<file path="src/rxd_regs.svh">
// What this block does
// - align strobe restarts filter at programmed phase
// - 0xB0 in filter mode register selects low-latency
// - 0xA0 in filter mode register selects high-performance
// - output translator shifts baseband to quarter rate
// - bits 7:6 align output translator, every or first
// - threshold select bit; flag low below threshold
// - compare magnitude only, sign ignored
// - overrange flag follows input seven cycles later
// - near-clip flag above upper threshold, four cycles
// - thresholds are magnitudes against 2^13 full scale
// - flag clears after dwell time below lower threshold
// - dwell time 1 to 65535 sample clocks
// - dc loop bandwidth k, 14 and 15 act as 13
// - dc correction value readable, 16 bits per channel
// - freeze holds dc value; clearing resumes estimate
// - enable bit inserts dc subtraction in data path
// - divider, tuner, filter, translator align independently
// - align strobe synchronised before use
// - level/edge and polarity for tuner, filters, translators only
// - bits 1:0 align tuner to its phase offset
`ifndef RXD_REGS_SVH
`define RXD_REGS_SVH

//--------------------------------------------------------------
// register offsets
//--------------------------------------------------------------
`define RXD_A_DC_CTRL     8'h40
`define RXD_A_DC_LO       8'h41
`define RXD_A_DC_HI       8'h42
`define RXD_A_FD_SEL      8'h45
`define RXD_A_UP_LO       8'h47
`define RXD_A_UP_HI       8'h48
`define RXD_A_LOW_LO      8'h49
`define RXD_A_LOW_HI      8'h4A
`define RXD_A_DWELL_LO    8'h4B
`define RXD_A_DWELL_HI    8'h4C
`define RXD_A_FILT_MODE   8'h50
`define RXD_A_ALIGN       8'h58
`define RXD_A_ALIGN_SENS  8'h59
`define RXD_A_XLAT_SEL    8'h5A

//--------------------------------------------------------------
// field positions and values
//--------------------------------------------------------------
`define RXD_B_DC_EN       1
`define RXD_B_DC_K_LSB    2
`define RXD_B_DC_K_MSB    5
`define RXD_B_DC_FREEZE   6
`define RXD_B_FD_SEL      0
`define RXD_B_SENS_EDGE   1
`define RXD_B_SENS_RISE   0
`define RXD_B_XLAT_FIXED  0
`define RXD_MODE_LOW_LAT  8'hB0
`define RXD_MODE_HIGH_PERF 8'hA0
`define RXD_DC_K_MAX      4'hD
`define RXD_DC_K_BASE     4'hD
`define RXD_DC_FRAC       27

//--------------------------------------------------------------
// reset values and latencies
//--------------------------------------------------------------
`define RXD_RST_REG       8'h00
`define RXD_RST_FILT_MODE 8'hB0
`define RXD_OVR_DELAY     7
`define RXD_FD_LATENCY    4

`endif

</file>
<file path="src/rxd_pkg.sv">
package rxd_pkg;

  // per-channel settings handed to each channel slice
  typedef struct packed {
    logic [3:0]  bw_k;
    logic        freeze;
    logic        dc_en;
    logic        fd_en;
    logic [14:0] upper;
    logic [14:0] lower;
    logic [15:0] dwell;
  } rxd_chan_cfg_t;

  // per-channel results
  typedef struct packed {
    logic [15:0] data;
    logic [15:0] dc;
    logic        near_clip;
    logic        ovr;
  } rxd_chan_out_t;

  // alignment field index inside the alignment register
  typedef enum logic [1:0] {
    RXD_AL_TUNER,
    RXD_AL_DIV,
    RXD_AL_FILT,
    RXD_AL_OUT
  } rxd_align_fld_t;

endpackage

</file>
<file path="src/rxd_chan.sv">
`timescale 1ns/1ps
`default_nettype none
`include "rxd_regs.svh"

module rxd_chan #(
  parameter int OVR_DLY = `RXD_OVR_DELAY
) (
  input  wire logic                  i_ref_clk,
  input  wire logic                  i_reset,
  input  wire logic [13:0]           i_sample,
  input  wire logic                  i_ovr,
  input  wire rxd_pkg::rxd_chan_cfg_t i_cfg,
  output var  rxd_pkg::rxd_chan_out_t o_out
);

  logic [OVR_DLY-1:0] ovr_q;
  logic signed [13:0] s1_q;
  logic [14:0]        mag_q;
  logic               above_q;
  logic               below_q;
  logic               flag_q;
  logic               flag_d;
  logic [15:0]        cnt_q;
  logic [15:0]        cnt_d;
  logic signed [43:0] acc_q;
  logic [15:0]        dc_q;
  logic [15:0]        data_q;

  //------------------------------------------------------------
  // magnitude and thresholds
  //------------------------------------------------------------
  // sign dropped, -8192 folds to full scale 2^13
  wire [14:0] mag = s1_q[13] ? 15'(-s1_q) : 15'(s1_q);
  wire [15:0] dwell_eff = (i_cfg.dwell == 16'h0000) ? 16'h0001
                                                    : i_cfg.dwell;
  wire        dwell_done = (cnt_q + 16'h0001) >= dwell_eff;

  // flag: set above upper, clear after a full dwell below lower, or at once when fd_en is off
  always_comb begin
    flag_d = flag_q;
    cnt_d  = 16'h0000;
    if (!i_cfg.fd_en) begin
      flag_d = 1'b0;
    end else if (above_q) begin
      flag_d = 1'b1;
    end else if (flag_q && below_q) begin
      if (dwell_done) begin
        flag_d = 1'b0;
      end else begin
        cnt_d = cnt_q + 16'h0001;
      end
    end
  end

  //------------------------------------------------------------
  // dc loop
  //------------------------------------------------------------
  wire [3:0] k_eff = (i_cfg.bw_k > `RXD_DC_K_MAX) ? `RXD_DC_K_MAX
                                                  : i_cfg.bw_k;
  wire signed [15:0] x16  = {s1_q, 2'b00};
  wire signed [16:0] err  = 17'(x16) - 17'($signed(dc_q));
  wire signed [43:0] step = 44'(err) <<< (`RXD_DC_K_BASE - k_eff);
  wire signed [16:0] corr = 17'(x16) - 17'($signed(dc_q));
  // saturate rather than wrap so a large offset cannot flip sign
  wire [15:0] corr_sat = (corr[16] != corr[15])
                       ? {corr[16], {15{~corr[16]}}} : corr[15:0];

  // four-stage detect pipe: sample, magnitude, compare, flag
  always_ff @(posedge i_ref_clk) begin
    if (i_reset) begin
      ovr_q   <= '0;
      s1_q    <= '0;
      mag_q   <= '0;
      above_q <= 1'b0;
      below_q <= 1'b0;
      flag_q  <= 1'b0;
      cnt_q   <= '0;
      acc_q   <= '0;
      dc_q    <= '0;
      data_q  <= '0;
    end else begin
      ovr_q   <= {ovr_q[OVR_DLY-2:0], i_ovr};
      s1_q    <= i_sample;
      mag_q   <= mag;
      above_q <= mag_q > i_cfg.upper;
      below_q <= mag_q < i_cfg.lower;
      flag_q  <= flag_d;
      cnt_q   <= cnt_d;
      if (!i_cfg.freeze) begin
        acc_q <= acc_q + step;
        dc_q  <= acc_q[`RXD_DC_FRAC+15:`RXD_DC_FRAC];
      end
      data_q  <= i_cfg.dc_en ? corr_sat : x16;
    end
  end

  assign o_out.data      = data_q;
  assign o_out.dc        = dc_q;
  assign o_out.near_clip = flag_q;
  assign o_out.ovr       = ovr_q[OVR_DLY-1];

endmodule
`default_nettype wire

</file>
<file path="src/rxd_top.sv">
`timescale 1ns/1ps
`default_nettype none
`include "rxd_regs.svh"

module rxd_top #(
  parameter int FPW     = 2,
  parameter int DIV_MAX = 8
) (
  input  wire logic           i_ref_clk,
  input  wire logic           i_reset,
  // register port, one byte per access
  input  wire logic           i_reg_wr,
  input  wire logic [7:0]     i_reg_addr,
  input  wire logic [7:0]     i_reg_wdata,
  input  wire logic           i_reg_chan,
  output logic      [7:0]     o_reg_rdata,
  // align strobe pin, asynchronous
  input  wire logic           i_align_strobe,
  // converter samples and overrange, sample clock domain
  input  wire logic [13:0]    i_adc_a,
  input  wire logic [13:0]    i_adc_b,
  input  wire logic           i_ovr_a,
  input  wire logic           i_ovr_b,
  // tuner programming and filter phase from outside
  input  wire logic [31:0]    i_tuner_fword,
  input  wire logic [31:0]    i_tuner_poff,
  input  wire logic [FPW-1:0] i_filt_phase0,
  input  wire logic [7:0]     i_div_ratio,
  // filtered complex baseband
  input  wire logic [15:0]    i_bb_i,
  input  wire logic [15:0]    i_bb_q,
  output logic      [15:0]    o_data_a,
  output logic      [15:0]    o_data_b,
  output logic                o_near_clip_flag_a,
  output logic                o_near_clip_flag_b,
  output logic                o_ovr_a,
  output logic                o_ovr_b,
  output logic      [31:0]    o_phase_accum_tuner,
  output logic      [FPW-1:0] o_filt_phase,
  output logic      [7:0]     o_div_phase,
  output logic      [15:0]    o_real_out,
  output logic                o_low_latency_mode,
  output logic                o_fixed_translator,
  output logic      [3:0]     o_align_hit
);

  //------------------------------------------------------------
  // register storage
  //------------------------------------------------------------
  logic [7:0] dc_ctrl_q;
  logic [7:0] fd_sel_q;
  logic [7:0] up_lo_q;
  logic [7:0] up_hi_q;
  logic [7:0] low_lo_q;
  logic [7:0] low_hi_q;
  logic [7:0] dwell_lo_q;
  logic [7:0] dwell_hi_q;
  logic [7:0] filt_mode_q;
  logic [7:0] align_q;
  logic [7:0] sens_q;
  logic [7:0] xlat_q;
  logic [7:0] rdata_q;

  //------------------------------------------------------------
  // write decode
  //------------------------------------------------------------
  wire wr_dc_ctrl  = i_reg_wr && (i_reg_addr == `RXD_A_DC_CTRL);
  wire wr_fd_sel   = i_reg_wr && (i_reg_addr == `RXD_A_FD_SEL);
  wire wr_up_lo    = i_reg_wr && (i_reg_addr == `RXD_A_UP_LO);
  wire wr_up_hi    = i_reg_wr && (i_reg_addr == `RXD_A_UP_HI);
  wire wr_low_lo   = i_reg_wr && (i_reg_addr == `RXD_A_LOW_LO);
  wire wr_low_hi   = i_reg_wr && (i_reg_addr == `RXD_A_LOW_HI);
  wire wr_dwell_lo = i_reg_wr && (i_reg_addr == `RXD_A_DWELL_LO);
  wire wr_dwell_hi = i_reg_wr && (i_reg_addr == `RXD_A_DWELL_HI);
  wire wr_mode     = i_reg_wr && (i_reg_addr == `RXD_A_FILT_MODE);
  wire wr_align    = i_reg_wr && (i_reg_addr == `RXD_A_ALIGN);
  wire wr_sens     = i_reg_wr && (i_reg_addr == `RXD_A_ALIGN_SENS);
  wire wr_xlat     = i_reg_wr && (i_reg_addr == `RXD_A_XLAT_SEL);

  // settings are shared by both channels; writes land in one edge
  always_ff @(posedge i_ref_clk) begin
    if (i_reset) begin
      dc_ctrl_q   <= `RXD_RST_REG;
      fd_sel_q    <= `RXD_RST_REG;
      up_lo_q     <= `RXD_RST_REG;
      up_hi_q     <= `RXD_RST_REG;
      low_lo_q    <= `RXD_RST_REG;
      low_hi_q    <= `RXD_RST_REG;
      dwell_lo_q  <= `RXD_RST_REG;
      dwell_hi_q  <= `RXD_RST_REG;
      filt_mode_q <= `RXD_RST_FILT_MODE;
      align_q     <= `RXD_RST_REG;
      sens_q      <= `RXD_RST_REG;
      xlat_q      <= `RXD_RST_REG;
    end else begin
      if (wr_dc_ctrl)  dc_ctrl_q   <= i_reg_wdata;
      if (wr_fd_sel)   fd_sel_q    <= i_reg_wdata;
      if (wr_up_lo)    up_lo_q     <= i_reg_wdata;
      if (wr_up_hi)    up_hi_q     <= i_reg_wdata;
      if (wr_low_lo)   low_lo_q    <= i_reg_wdata;
      if (wr_low_hi)   low_hi_q    <= i_reg_wdata;
      if (wr_dwell_lo) dwell_lo_q  <= i_reg_wdata;
      if (wr_dwell_hi) dwell_hi_q  <= i_reg_wdata;
      if (wr_mode)     filt_mode_q <= i_reg_wdata;
      if (wr_align)    align_q     <= i_reg_wdata;
      if (wr_sens)     sens_q      <= i_reg_wdata;
      if (wr_xlat)     xlat_q      <= i_reg_wdata;
    end
  end

  //------------------------------------------------------------
  // channel slices
  //------------------------------------------------------------
  rxd_pkg::rxd_chan_cfg_t cfg;
  rxd_pkg::rxd_chan_out_t out_a;
  rxd_pkg::rxd_chan_out_t out_b;

  // the high byte carries bits 14:8; bit 7 of it is reserved
  assign cfg.bw_k   = dc_ctrl_q[`RXD_B_DC_K_MSB:`RXD_B_DC_K_LSB];
  assign cfg.freeze = dc_ctrl_q[`RXD_B_DC_FREEZE];
  assign cfg.dc_en  = dc_ctrl_q[`RXD_B_DC_EN];
  assign cfg.fd_en  = fd_sel_q[`RXD_B_FD_SEL];
  assign cfg.upper  = {up_hi_q[6:0], up_lo_q};
  assign cfg.lower  = {low_hi_q[6:0], low_lo_q};
  assign cfg.dwell  = {dwell_hi_q, dwell_lo_q};

  rxd_chan u_chan_a (
    .i_ref_clk (i_ref_clk),
    .i_reset   (i_reset),
    .i_sample  (i_adc_a),
    .i_ovr     (i_ovr_a),
    .i_cfg     (cfg),
    .o_out     (out_a)
  );

  rxd_chan u_chan_b (
    .i_ref_clk (i_ref_clk),
    .i_reset   (i_reset),
    .i_sample  (i_adc_b),
    .i_ovr     (i_ovr_b),
    .i_cfg     (cfg),
    .o_out     (out_b)
  );

  assign o_data_a           = out_a.data;
  assign o_data_b           = out_b.data;
  assign o_near_clip_flag_a = out_a.near_clip;
  assign o_near_clip_flag_b = out_b.near_clip;
  assign o_ovr_a            = out_a.ovr;
  assign o_ovr_b            = out_b.ovr;

  //------------------------------------------------------------
  // readback
  //------------------------------------------------------------
  // the channel select picks which dc estimate is shown
  wire [15:0] dc_sel = i_reg_chan ? out_b.dc : out_a.dc;
  logic [7:0] rd_mux;

  always_comb begin
    case (i_reg_addr)
      `RXD_A_DC_CTRL:    rd_mux = dc_ctrl_q;
      `RXD_A_DC_LO:      rd_mux = dc_sel[7:0];
      `RXD_A_DC_HI:      rd_mux = dc_sel[15:8];
      `RXD_A_FD_SEL:     rd_mux = fd_sel_q;
      `RXD_A_UP_LO:      rd_mux = up_lo_q;
      `RXD_A_UP_HI:      rd_mux = up_hi_q;
      `RXD_A_LOW_LO:     rd_mux = low_lo_q;
      `RXD_A_LOW_HI:     rd_mux = low_hi_q;
      `RXD_A_DWELL_LO:   rd_mux = dwell_lo_q;
      `RXD_A_DWELL_HI:   rd_mux = dwell_hi_q;
      `RXD_A_FILT_MODE:  rd_mux = filt_mode_q;
      `RXD_A_ALIGN:      rd_mux = align_q;
      `RXD_A_ALIGN_SENS: rd_mux = sens_q;
      `RXD_A_XLAT_SEL:   rd_mux = xlat_q;
      default:           rd_mux = 8'h00;
    endcase
  end

  // registered so the port never shows a mid-decode glitch
  always_ff @(posedge i_ref_clk) begin
    if (i_reset) begin
      rdata_q <= 8'h00;
    end else begin
      rdata_q <= rd_mux;
    end
  end

  assign o_reg_rdata = rdata_q;

  //------------------------------------------------------------
  // filter mode
  //------------------------------------------------------------
  // other codes flag neither mode and hold the real output at zero
  assign o_low_latency_mode = (filt_mode_q == `RXD_MODE_LOW_LAT);
  wire   high_perf          = (filt_mode_q == `RXD_MODE_HIGH_PERF);
  // the host must also park the tuner at quarter rate
  assign o_fixed_translator = xlat_q[`RXD_B_XLAT_FIXED];

  //------------------------------------------------------------
  // align strobe synchroniser and detection
  //------------------------------------------------------------
  logic sync1_q;
  logic sync2_q;
  logic sync3_q;

  // the pin is asynchronous; only sync2 and sync3 are looked at by logic
  always_ff @(posedge i_ref_clk) begin
    if (i_reset) begin
      sync1_q <= 1'b0;
      sync2_q <= 1'b0;
      sync3_q <= 1'b0;
    end else begin
      sync1_q <= i_align_strobe;
      sync2_q <= sync1_q;
      sync3_q <= sync2_q;
    end
  end

  wire rise     = sync2_q & ~sync3_q;
  wire fall     = ~sync2_q & sync3_q;
  wire edge_sel = sens_q[`RXD_B_SENS_RISE] ? rise : fall;
  // level mode restarts on every cycle the strobe is held high
  wire trig_dsp = sens_q[`RXD_B_SENS_EDGE] ? edge_sel : sync2_q;
  // the divider ignores the sensitivity setting
  wire trig_div = rise;

  //------------------------------------------------------------
  // per-block alignment arms
  //------------------------------------------------------------
  logic [3:0] arm_q;
  logic [3:0] arm_d;
  logic [3:0] hit;
  logic [3:0] trig;

  assign trig[rxd_pkg::RXD_AL_TUNER] = trig_dsp;
  assign trig[rxd_pkg::RXD_AL_DIV]   = trig_div;
  assign trig[rxd_pkg::RXD_AL_FILT]  = trig_dsp;
  assign trig[rxd_pkg::RXD_AL_OUT]   = trig_dsp;

  // even bit enables, odd bit limits to the first strobe
  for (genvar f = 0; f < 4; f++) begin : g_align
    wire en    = align_q[2*f];
    wire first = align_q[2*f+1];
    assign hit[f] = trig[f] & en & (~first | arm_q[f]);
    // a write re-arms and wins over a first-only arm being consumed
    assign arm_d[f] = wr_align | (arm_q[f] & ~(hit[f] & first));
  end

  // one process owns all four arms
  always_ff @(posedge i_ref_clk) begin
    if (i_reset) begin
      arm_q <= 4'h0;
    end else begin
      arm_q <= arm_d;
    end
  end

  assign o_align_hit = hit;

  //------------------------------------------------------------
  // clock divider phase
  //------------------------------------------------------------
  logic [7:0] div_q;
  wire  [7:0] div_last = (i_div_ratio == 8'h00) ? 8'h00
                                                : i_div_ratio - 8'h01;

  always_ff @(posedge i_ref_clk) begin
    if (i_reset) begin
      div_q <= 8'h00;
    end else if (hit[rxd_pkg::RXD_AL_DIV]) begin
      div_q <= 8'h00;
    end else if (div_q >= div_last) begin
      div_q <= 8'h00;
    end else begin
      div_q <= div_q + 8'h01;
    end
  end

  assign o_div_phase = div_q;

  //------------------------------------------------------------
  // tuner phase accumulator
  //------------------------------------------------------------
  logic [31:0] tun_q;

  always_ff @(posedge i_ref_clk) begin
    if (i_reset) begin
      tun_q <= 32'h0000_0000;
    end else if (hit[rxd_pkg::RXD_AL_TUNER]) begin
      tun_q <= i_tuner_poff;
    end else begin
      tun_q <= tun_q + i_tuner_fword;
    end
  end

  assign o_phase_accum_tuner = tun_q;

  //------------------------------------------------------------
  // filter phase
  //------------------------------------------------------------
  // no decimation, so the phase only marks the tap alignment
  logic [FPW-1:0] fph_q;

  always_ff @(posedge i_ref_clk) begin
    if (i_reset) begin
      fph_q <= '0;
    end else if (hit[rxd_pkg::RXD_AL_FILT]) begin
      fph_q <= i_filt_phase0;
    end else begin
      fph_q <= fph_q + FPW'(1);
    end
  end

  assign o_filt_phase = fph_q;

  //------------------------------------------------------------
  // quarter-rate output translator
  //------------------------------------------------------------
  logic [1:0]  rot_q;
  logic [15:0] real_q;
  logic [15:0] real_d;

  // negate with clamp so -32768 does not wrap to itself
  function automatic logic [15:0] neg_sat(input logic [15:0] v);
    logic [15:0] r;
    r = (v == 16'h8000) ? 16'h7FFF : 16'(-v);
    return r;
  endfunction

  // i, -q, -i, q keeps the real part of a quarter-rate spin
  always_comb begin
    case (rot_q)
      2'h0:    real_d = i_bb_i;
      2'h1:    real_d = neg_sat(i_bb_q);
      2'h2:    real_d = neg_sat(i_bb_i);
      2'h3:    real_d = i_bb_q;
      default: real_d = i_bb_i;
    endcase
  end

  // both filter modes run at the sample rate, so one word a clock
  always_ff @(posedge i_ref_clk) begin
    if (i_reset) begin
      rot_q  <= 2'h0;
      real_q <= 16'h0000;
    end else begin
      real_q <= (o_low_latency_mode || high_perf) ? real_d : 16'h0000;
      if (hit[rxd_pkg::RXD_AL_OUT]) begin
        rot_q <= 2'h0;
      end else begin
        rot_q <= rot_q + 2'h1;
      end
    end
  end

  assign o_real_out = real_q;

endmodule
`default_nettype wire

</file>
<file path="config.mk">
export PLATFORM = sky130hd
export DESIGN_NAME = rxd_top
export DESIGN_NICKNAME = d
export VERILOG_FILES = /design/src/rxd_pkg.sv /design/src/rxd_chan.sv /design/src/rxd_top.sv
export VERILOG_INCLUDE_DIRS = /design/src
export SDC_FILE = /design/constraint.sdc
export NUM_CORES = 1
export LEC_CHECK = 0
export BUFFER_PORTS_ARGS = -buffer_cell sky130_fd_sc_hd__buf_2
export CAP_MARGIN = 15
export CORE_MARGIN = 5
export CORE_UTILIZATION = 40
export CTS_CLUSTER_DIAMETER = 50
export DETAILED_ROUTE_END_ITERATION = 10
export GPL_TIMING_DRIVEN = 0
export SETUP_SLACK_MARGIN = 0.2
export SYNTH_ARGS = -nofsm -noshare
export SYNTH_HDL_FRONTEND = slang
export SYNTH_SLANG_ARGS = --single-unit
</file>
<file path="constraint.sdc">
create_clock -name i_ref_clk -period 8.7 [get_ports i_ref_clk]
set_input_delay 1.74 -clock i_ref_clk [delete_from_list [all_inputs] [get_ports i_ref_clk]]
set_output_delay 1.74 -clock i_ref_clk [all_outputs]
set_load 0.005 [all_outputs]
</file>
Word-level counts from Yosys, hierarchy flattened
Index checks and enable logic that the tools add are counted.

cells by class
  add/sub/neg operators = 16
  $mul = 0
  divide/modulo/power cells = 0
  $lt $le $gt $ge = 8
  equal/unequal tests = 23
  shifts and indexed selects = 2
  mux-type cells = 24
  bitwise gates (word level) = 45
  reduce and logical (&&, ||, !) cells = 33

operators with widths
  kind                                                             count
  16-bit 2-to-1 mux                                                8
  8-bit by 7-bit == test with 1-bit output, second input constant  14
  8-bit case mux with 14 select lines                              1
  44-bit adder                                                     2
  17-bit by 4-bit <<< shifter with 44-bit output                   2
  16-bit case mux with 4 select lines                              1
  16-bit by 16-bit subtractor with 17-bit output                   2
  16-bit by 1-bit adder with 16-bit output, second input constant  2
  32-bit adder                                                     1
  16-bit == test, second input constant                            2
  16-bit greater-or-equal comparator                               2
  32-bit 2-to-1 mux                                                1
  16-bit negator                                                   2
  15-bit > comparator                                              2
  15-bit < comparator                                              2
  14-bit negator with 15-bit output                                2
  13-bit 2-to-1 mux                                                2
  1-bit NOT                                                        19
  1-bit AND                                                        18
  8-bit == test, second input constant                             2
  16-bit zero test                                                 1
  1-bit logical AND                                                14
  2-bit OR reduction                                               6
  5-bit OR reduction                                               2
  other kinds (20)                                                 41

word-level totals
  register bits = 433
  latch bits = 0
  memory bits (writable) = 0
  memory bits (read-only) = 0
  bits of input ports = 157
  logic and storage cells = 197
  memories kept = 0

Depth between registers and ports, before layout
Gate-level depths: netlist (run 1).

  word-level depth = 10
  gate-level depth with buffers = 26
  gate-level depth less buffers = 24

By module
Synthesis (run 1) repeated with hierarchy kept, for this count alone.

unflattened totals
  cell total of the unflattened synthesis = 3,858
  area total of the unflattened synthesis = 30,016.3 µm²

modules (own cells, without submodules)
  module                times used  cells an instance  area an instance (µm²)  sequential area each (µm²)
  rxd_top               1           1,281              10,184.8                3,423.3
  rxd_chan at u_chan_a  1           1,282              9,960.8                 2,602.5
  rxd_chan at u_chan_b  1           1,295              9,870.7                 2,602.5

Worst setup path before layout (run 1)
OpenSTA, ideal clock, no wires.

  path kind = flip-flop to flip-flop
  start point = reg dc_ctrl_q[3]
  end point = reg u_chan_b.acc_q[35]
  library setup time = 0.120 ns
  arrival time = 5.534 ns
  required time = 8.580 ns
  slack = 3.046 ns
  stages on the path, launching flop included = 24
  period minus slack after synthesis = 5.654 ns
  cell sequence = dfxtp_1 clkbuf_1 nand2_1 inv_1 clkbuf_1 buf_1 clkbuf_1 ha_1 clkbuf_1 clkinv_1 clkbuf_1 clkbuf_1 o21ai_0 ha_1 and3_1 nand3_1 or3_1 a31o_1 or4_1 a21oi_1 nand2b_1 a31oi_1 and3_1 a211o_1

on the way
  longest elaborated chain between the ends = 5

RTL lines
  item                                              line            text
  start: declaration                                rxd_top.sv:50   logic [7:0] dc_ctrl_q;
  start signal: assignment                          rxd_top.sv:83   dc_ctrl_q <= `RXD_RST_REG;
  start signal: assignment                          rxd_top.sv:96   if (wr_dc_ctrl) dc_ctrl_q <= i_reg_wdata;
  4-bit > comparator (no source line)               n/a
  4-bit 2-to-1 mux *                                rxd_chan.sv:58  wire [3:0] k_eff = (i_cfg.bw_k > `RXD_DC_K_MAX) ? `RXD_DC_K_MAX
  4-bit subtractor (no source line) *               n/a
  17-bit by 4-bit <<< shifter with 44-bit output *  rxd_chan.sv:62  wire signed [43:0] step = 44'(err) <<< (`RXD_DC_K_BASE - k_eff);
  44-bit adder *                                    rxd_chan.sv:90  acc_q <= acc_q + step;
  end signal: assignment                            rxd_chan.sv:90
  end: declaration                                  rxd_chan.sv:25  logic signed [43:0] acc_q;

Every way passes the cells marked *; elsewhere a longest branch is shown, timed or not.
A chain may end at the register's enable or synchronous reset.

Worst setup path after layout (run 1)
Same ends and word-level chain as after synthesis.

==> results of run 1 <==
[kinds of logic after synthesis]
kind of cell,Yosys count,share of synthesized area (%)
simple gates,1278,20.40
mux,92,3.263
fa+ha+maj,261,11.31
other cells,1,0.01290
flops,431,29.69
buf+inv,404,5.665
xor+xnor,179,5.394
compound gates,1089,24.27
[registers in the layout (all words and copies together), names as in the netlist, 14 cells and up]
register             flops
o_phase_accum_tuner     32
o_real_out              16
u_chan_a.acc_q          43
u_chan_a.cnt_q          16
u_chan_a.data_q         16
u_chan_a.dc_q           16
u_chan_a.mag_q          15
u_chan_a.s1_q           14
u_chan_b.acc_q          43
u_chan_b.cnt_q          16
u_chan_b.data_q         16
u_chan_b.dc_q           16
u_chan_b.mag_q          15
u_chan_b.s1_q           14
[per-stage QoR]
stage / area (sq um) / cells
after floorplan: 29070 / 3736
after global placement: 31550 / 4944
after detailed placement: 31570 / 4946
after CTS: 33720 / 5063
after global routing: 33730 / 5067
final: 33730 / 5067
[area by class of cell]
| cell class | instances | share of cell area (%) |
|---|---|---|
| plain buffers | 226 | 2.901 |
| well taps | 950 | 3.524 |
| repair buffers | 260 | 3.895 |
| flip-flops and latches | 431 | 25.58 |
| inverters | 178 | 1.981 |
| clock inverters | 36 | 1.087 |
| clock buffers | 81 | 5.275 |
| multi-input cells | 2901 | 55.72 |
| diodes | 4 | 0.02968 |
[power breakdown]
part,total [W],switching [W],leakage (nW),internal [W]
registers,0.00243,0.000210,3.53,0.00222
clock network,0.00259,0.00105,1.04,0.00154
logic,0.00406,0.00248,9.62,0.00159
[final timing paths]
kind	start	to	slack (ns)	depth (start not counted)
worst max-delay path	dc_ctrl_q[3]	u_chan_b.acc_q[35]	0.94	23
worst min-delay path	u_chan_a.ovr_q[2]	u_chan_a.ovr_q[3]	0.43	1
worst max register to register	dc_ctrl_q[3]	u_chan_b.acc_q[35]	0.94	23
worst min register to register	u_chan_a.ovr_q[2]	u_chan_a.ovr_q[3]	0.43	1
[worst register-to-register path, cell delays in order (launching register included)]
cell      delay [ns]
dfxtp_1         0.30
clkbuf_1        0.46
nand2_1         0.30
inv_1           0.19
clkbuf_1        0.36
buf_1           0.45
clkbuf_1        0.40
ha_1            0.31
clkbuf_1        0.20
clkinv_1        0.20
clkbuf_1        0.45
clkbuf_1        0.47
o21ai_0         0.31
ha_1            0.45
and3_1          0.23
nand3_1         0.12
or3_1           0.44
a31o_1          0.25
or4_1           0.60
a21oi_1         0.35
nand2b_1        0.25
a31oi_1         0.13
and3_1          0.20
a211o_1         0.21
[placed cells by master, fill, tap and decap left out, types with 79 or more instances in the layout]
cell      Yosys  final
clkbuf_1    169    178
buf_2         2    260
nor2b_1     111    111
ha_1        258    258
a21oi_1     400    400
dfxtp_1     431    431
o21ai_0     133    133
nand3_1     165    165
nand2_1     425    425
a21o_1      117    117
xnor2_1     113    113
inv_1       176    176
nor2_1      331    331
mux2i_1      79     79
[metal layers]
layer,up-vias,share of wire [%],global-route usage (%)
li1,13990,-,-
met1,13600,43,33.95
met2,1100,46,43.29
met3,245,6.9,4.300
met4,0,4.1,9.437
met5,-,0,0
==> parameters.txt, run 1 <==
Parameter                              Value

Clocking
  Number of clock sinks    431
  Hold-fix buffer count after cts    0
  Cts bufs inserted    66
  CTS H-tree lvls    3
  Root buffer cell    clkbuf_16
  Clock transition at the registers of the reported paths    0.06 ns
  Clock latency of the later-clocked register in the worst-skew pair    0.63 ns
  Maximum count of clock buffers along a single path    3
  Total setup buffers inserted after CTS    0
  Number of gates resized after cts    0
  Clock tree from TritonCTS    done

STA
  Final worst path period share    89.22%
  Headroom to the max-slew limit    14.84%
  Worst-case hold slack    0.4300 ns
  Worst Setup Slack, final    0.9379 ns
  Slew Limit Fails    0
  Unrepaired setup endpoints after global routing    false
  Max Clk Rate    0.1288 GHz
  Hold violation total from the final report    0
  Setup_tns    0 ns
  Least-Margin Pin Slew    1.277 ns
  Setup violations, final    0
  Shortest period the worst path allows    7.762 ns
  Clk_skew    0.05317 ns

Logic synthesis
  Cell taking the most area after synthesis    dfxtp_1
  EDFF count, synth    0
  Cell variety after synth    90
  Share of flip-flops with an asynchronous set or reset    0%
  Post-synthesis cell area    0.02907 sq mm
  Main flop type after synthesis    dfxtp_1
  Library cell with the highest instance count after synthesis    dfxtp_1
  Area share of the largest cell type after synthesis    29.69%
  Synth area leaders    dfxtp_1 30%, ha_1 11%, a21oi_1 6.9%
  Post-synthesis sequential area ratio    29.69%
  Synthesized netlist cell count    3735
  Register bit total from synthesis    431
  Leading cell types by count after synthesis    431 x dfxtp_1, 425 x nand2_1, 400 x a21oi_1
  Yosys warning total    0
  Mean area per synthesized cell    7.782 sq um

Drt
  DRC    0
  Initial detailed-routing violation count    2637
  Wirelength per Cell    21.25 um
  Routed Antenna Nets    0
  Iteration count of the initial detailed-routing pass    6
  Via density per instance    5.712
  Routed via count    28.94k
  Overall routed net length    107700 um

Cells and area
  Count of nets after finishing    4482
  Area growth from synthesis to layout    16.04%
  Count of filler cells inserted in the layout    7256
  Combined flip-flop and latch cell area    0.008628 sq mm
  Share of final-layout standard cells stronger than drive strength 1    11.23%
  Final Core Density    47.02%
  Area of the multi-input gates    0.01879 sq mm

Setup path
  CP delay by family, top    buffers and inverters
  Most used cell along the critical path    clkbuf_1
  Worst-path cell chain    clkbuf_1 > nand2_1 > inv_1 > clkbuf_1 > buf_1 > clkbuf_1 > ha_1 > clkbuf_1 > clkinv_1 > clkbuf_1 > clkbuf_1 > o21ai_0 > ha_1 > and3_1 > nand3_1 > or3_1 > a31o_1 > or4_1 > a21oi_1 > nand2b_1 > a31oi_1 > and3_1 > a211o_1
  Maximum fanout along the worst path    10
  Kind of critical path    flip-flop to flip-flop
  Slowest cell on the critical path    or4_1
  CP max stage delay    0.60 ns
  Endpoint type of the worst setup path    flip-flop
  Worst path required time    9.20 ns
  Worst path arrival time    8.26 ns
  Startpoint types    flip-flop
  Crit path buf inv count    9

GRT
  Wire length of the first global-routing pass    160200 um
  Total routing usage reported by global routing    25.95%
  Antenna violations before repair    5
  Remaining global-route overflow    0
  Vias in the first global route    27.00k
  Largest net degree at the start of global routing    21

Outcome
  Outcome    finished clean

Pwr
  Leakage    14.18 nW
  Max IR drop VDD    0.0001358 V
  Pwr Total    0.009089 W
  Pwr per Cell Area    269.5 mW/mm^2

Job
  Max-cap violation count    0

Die
  Die Outline Area    0.07815 sq mm
  Number of top-level pins    265
  Floorplan row count    98
  Std-Cell Core Area    0.07173 sq mm
  Starting utilization of the core area    40.52%
  Die span in y    279.6 um
  Die outline width    279.6 um

Place
  Detailed placement HPWL    84200 um
  Post-Place Setup Slack    1.173 ns
  Weighted congestion at the end of routability-driven global placement    0.9698
  Port Buffers    258

Min path
  Kind of path behind the tightest hold check    flip-flop to flip-flop
(Power assumes the default switching activity.)
==> run 2, diff against run 1 <==
Settings changed: CELL_PAD_IN_SITES_DETAIL_PLACEMENT from default to 1, CELL_PAD_IN_SITES_GLOBAL_PLACEMENT from default to 1, PLACE_DENSITY_LB_ADDON from default to 0.1.
==> run 2 against run 1 <==
  * Core utilization rose by 0.33 points
  * Non-clock buffer count is 2 higher
  * Setup slack worse by 0.048 ns
  * Register-to-register slack lost 0.05 ns
==> parameters.txt, run 2 (synthesis results as in run 1) <==
Parameter                              Value

Outcome
  Outcome    finished clean

Die
  Floorplan row count    98
  Starting utilization of the core area    40.52%
  Die Outline Area    0.07815 sq mm
  Die span in y    279.6 um
  Die outline width    279.6 um
  Std-Cell Core Area    0.07173 sq mm
  Number of top-level pins    265

Cells and area
  Count of nets after finishing    4485
  Share of final-layout standard cells stronger than drive strength 1    11.42%
  Count of filler cells inserted in the layout    8946
  Commonest cells after routing, fill and taps aside    431 x dfxtp_1, 425 x nand2_1, 400 x a21oi_1, 331 x nor2_1, 260 x buf_2
  Area growth from synthesis to layout    16.84%
  Commonest non-fill, non-tap cell in the layout    dfxtp_1

GRT
  Wire length of the first global-routing pass    176200 um
  Largest net degree at the start of global routing    21
  Total routing usage reported by global routing    28.70%
  Remaining global-route overflow    0
  Antenna violations before repair    8
  Vias in the first global route    29.25k

STA
  Unrepaired setup endpoints after global routing    false
  Final worst path period share    89.77%
  Hold violation total from the final report    0
  Slew Limit Fails    0
  Max Clk Rate    0.1280 GHz
  Headroom to the max-slew limit    14.96%
  Shortest period the worst path allows    7.810 ns
  Least-Margin Pin Slew    1.273 ns
  Setup_tns    0 ns
  Setup violations, final    0
  Clk_skew    0.03194 ns

Clocking
  Number of clock sinks    431
  CTS H-tree lvls    3
  Clock transition at the registers of the reported paths    0.06 ns
  Cts bufs inserted    67
  Total setup buffers inserted after CTS    0
  Clock tree from TritonCTS    done
  Clock latency of the later-clocked register in the worst-skew pair    0.63 ns
  Hold-fix buffer count after cts    0
  Maximum count of clock buffers along a single path    3
  Number of gates resized after cts    0
  Root buffer cell    clkbuf_16

Job
  Max-cap violation count    0

Place
  Port Buffers    258
  Detailed placement HPWL    93150 um
  Weighted congestion at the end of routability-driven global placement    0.9379

Drt
  DRC    0
  Initial detailed-routing violation count    1789
  Routed via count    29.31k
  Iteration count of the initial detailed-routing pass    6
  Routed Antenna Nets    0
  Wirelength per Cell    23.40 um
  Via density per instance    5.777
  Overall routed net length    118700 um

Min path
  Startpoint of the worst hold path    u_chan_a.ovr_q[3]
  Kind of path behind the tightest hold check    flip-flop to flip-flop

Pwr
  Portion of total power attributed to sequential cells    25.8%
  Combinational share of power    44.0%
  Net switching power of the design    0.003856 W
  Internal portion of total power    0.005591 W
  Pwr per Cell Area    278.2 mW/mm^2
  Leakage    14.30 nW
  Pwr Total    0.009447 W
  Max IR drop VDD    0.0001419 V
  Share of power burned in the clock network    30.2%
  Fraction of power spent switching nets    40.82%

Setup path
  Beginning of the worst register-to-register path    dc_ctrl_q[3]
  Maximum fanout along the worst path    10
  Endpoint type of the worst setup path    flip-flop
  Most used cell along the critical path    clkbuf_1
  Startpoint types    flip-flop
  Slowest cell on the critical path    or4_1
  Kind of critical path    flip-flop to flip-flop
  CP max stage delay    0.61 ns
  Worst-path cell chain    clkbuf_1 > nand2_1 > inv_1 > clkbuf_1 > buf_1 > clkbuf_1 > ha_1 > clkbuf_1 > clkinv_1 > clkbuf_1 > clkbuf_1 > o21ai_0 > ha_1 > and3_1 > nand3_1 > or3_1 > a31o_1 > or4_1 > a21oi_1 > nand2b_1 > a31oi_1 > and3_1 > a211o_1
  Worst path required time    9.21 ns
  Worst setup path startpoint    dc_ctrl_q[3]
  Worst path arrival time    8.32 ns
==> run 2: path summary, 6_finish.rpt <==
check / endpoint / slack, ns / depth (start not counted)
worst max register to register: u_chan_b.acc_q[35] / 0.89 / 23
worst min register to register: u_chan_a.ovr_q[4] / 0.44 / 1
worst min-delay path: u_chan_a.ovr_q[4] / 0.44 / 1
worst max-delay path: u_chan_b.acc_q[35] / 0.89 / 23
==> run 2: cell type report <==
type / instances / area (sq um) / area share (%)
Clock inverter: 40 / 553.0 / 1.628
Timing Repair Buffer: 262 / 1333 / 3.924
Tap cell: 950 / 1189 / 3.500
Inverter: 178 / 668.1 / 1.967
Antenna cell: 8 / 20.02 / 0.05895
Clock buffer: 78 / 1798 / 5.294
Sequential cell: 431 / 8628 / 25.41
Multi-Input combinational cell: 2901 / 18790 / 55.34
Buffer: 226 / 978.4 / 2.881
==> run 2: metal layers <==
layer | up-vias | track usage (%) | share of wire, %
li1 | 13990 | - | -
met1 | 14320 | 36.75 | 43
met2 | 787 | 49.77 | 49
met3 | 211 | 3.825 | 4.8
met4 | 0 | 10.04 | 3.5
met5 | - | 0 | 0
==> run 2: power groups by stage <==
stage / clock network (W) / logic, W / registers (W)
after floorplan: 0 / 0.00296 / 0.00239
after global placement: 0 / 0.00401 / 0.00246
after detailed placement: 0 / 0.00407 / 0.00247
after CTS: 0.00290 / 0.00410 / 0.00243
after global routing: 0.00299 / 0.00456 / 0.00246
final: 0.00286 / 0.00416 / 0.00243
==> run 2: stage by stage <==
| step | util, % | setup slack (ns) | hold slack (ns) | cell area (sq um) | std cells |
|---|---|---|---|---|---|
| final | 47.35 | 0.8902 | 0.4426 | 33960 | 5074 |
| after global routing | 47.34 | 0.7041 | 0.4563 | 33960 | 5073 |
| after floorplan | - | 3.046 | 0.4138 | 29070 | 3736 |
| after CTS | 47.30 | 1.078 | 0.4445 | 33930 | 5065 |
| after detailed placement | 44.02 | 1.123 | 0.4344 | 31580 | 4947 |
| after global placement | 43.98 | 1.094 | 0.4180 | 31550 | 4944 |
==> run 2: worst max-delay path, delay by kind of cell, from the launching register on <==
kind | cells | cell delay [ns]
DFF | 1 | 0.30
adders and majority gates | 2 | 0.77
and+or+nand+nor | 7 | 2.13
buffers and inverters | 9 | 3.21
AOI/OAI and AO/OA | 5 | 1.25
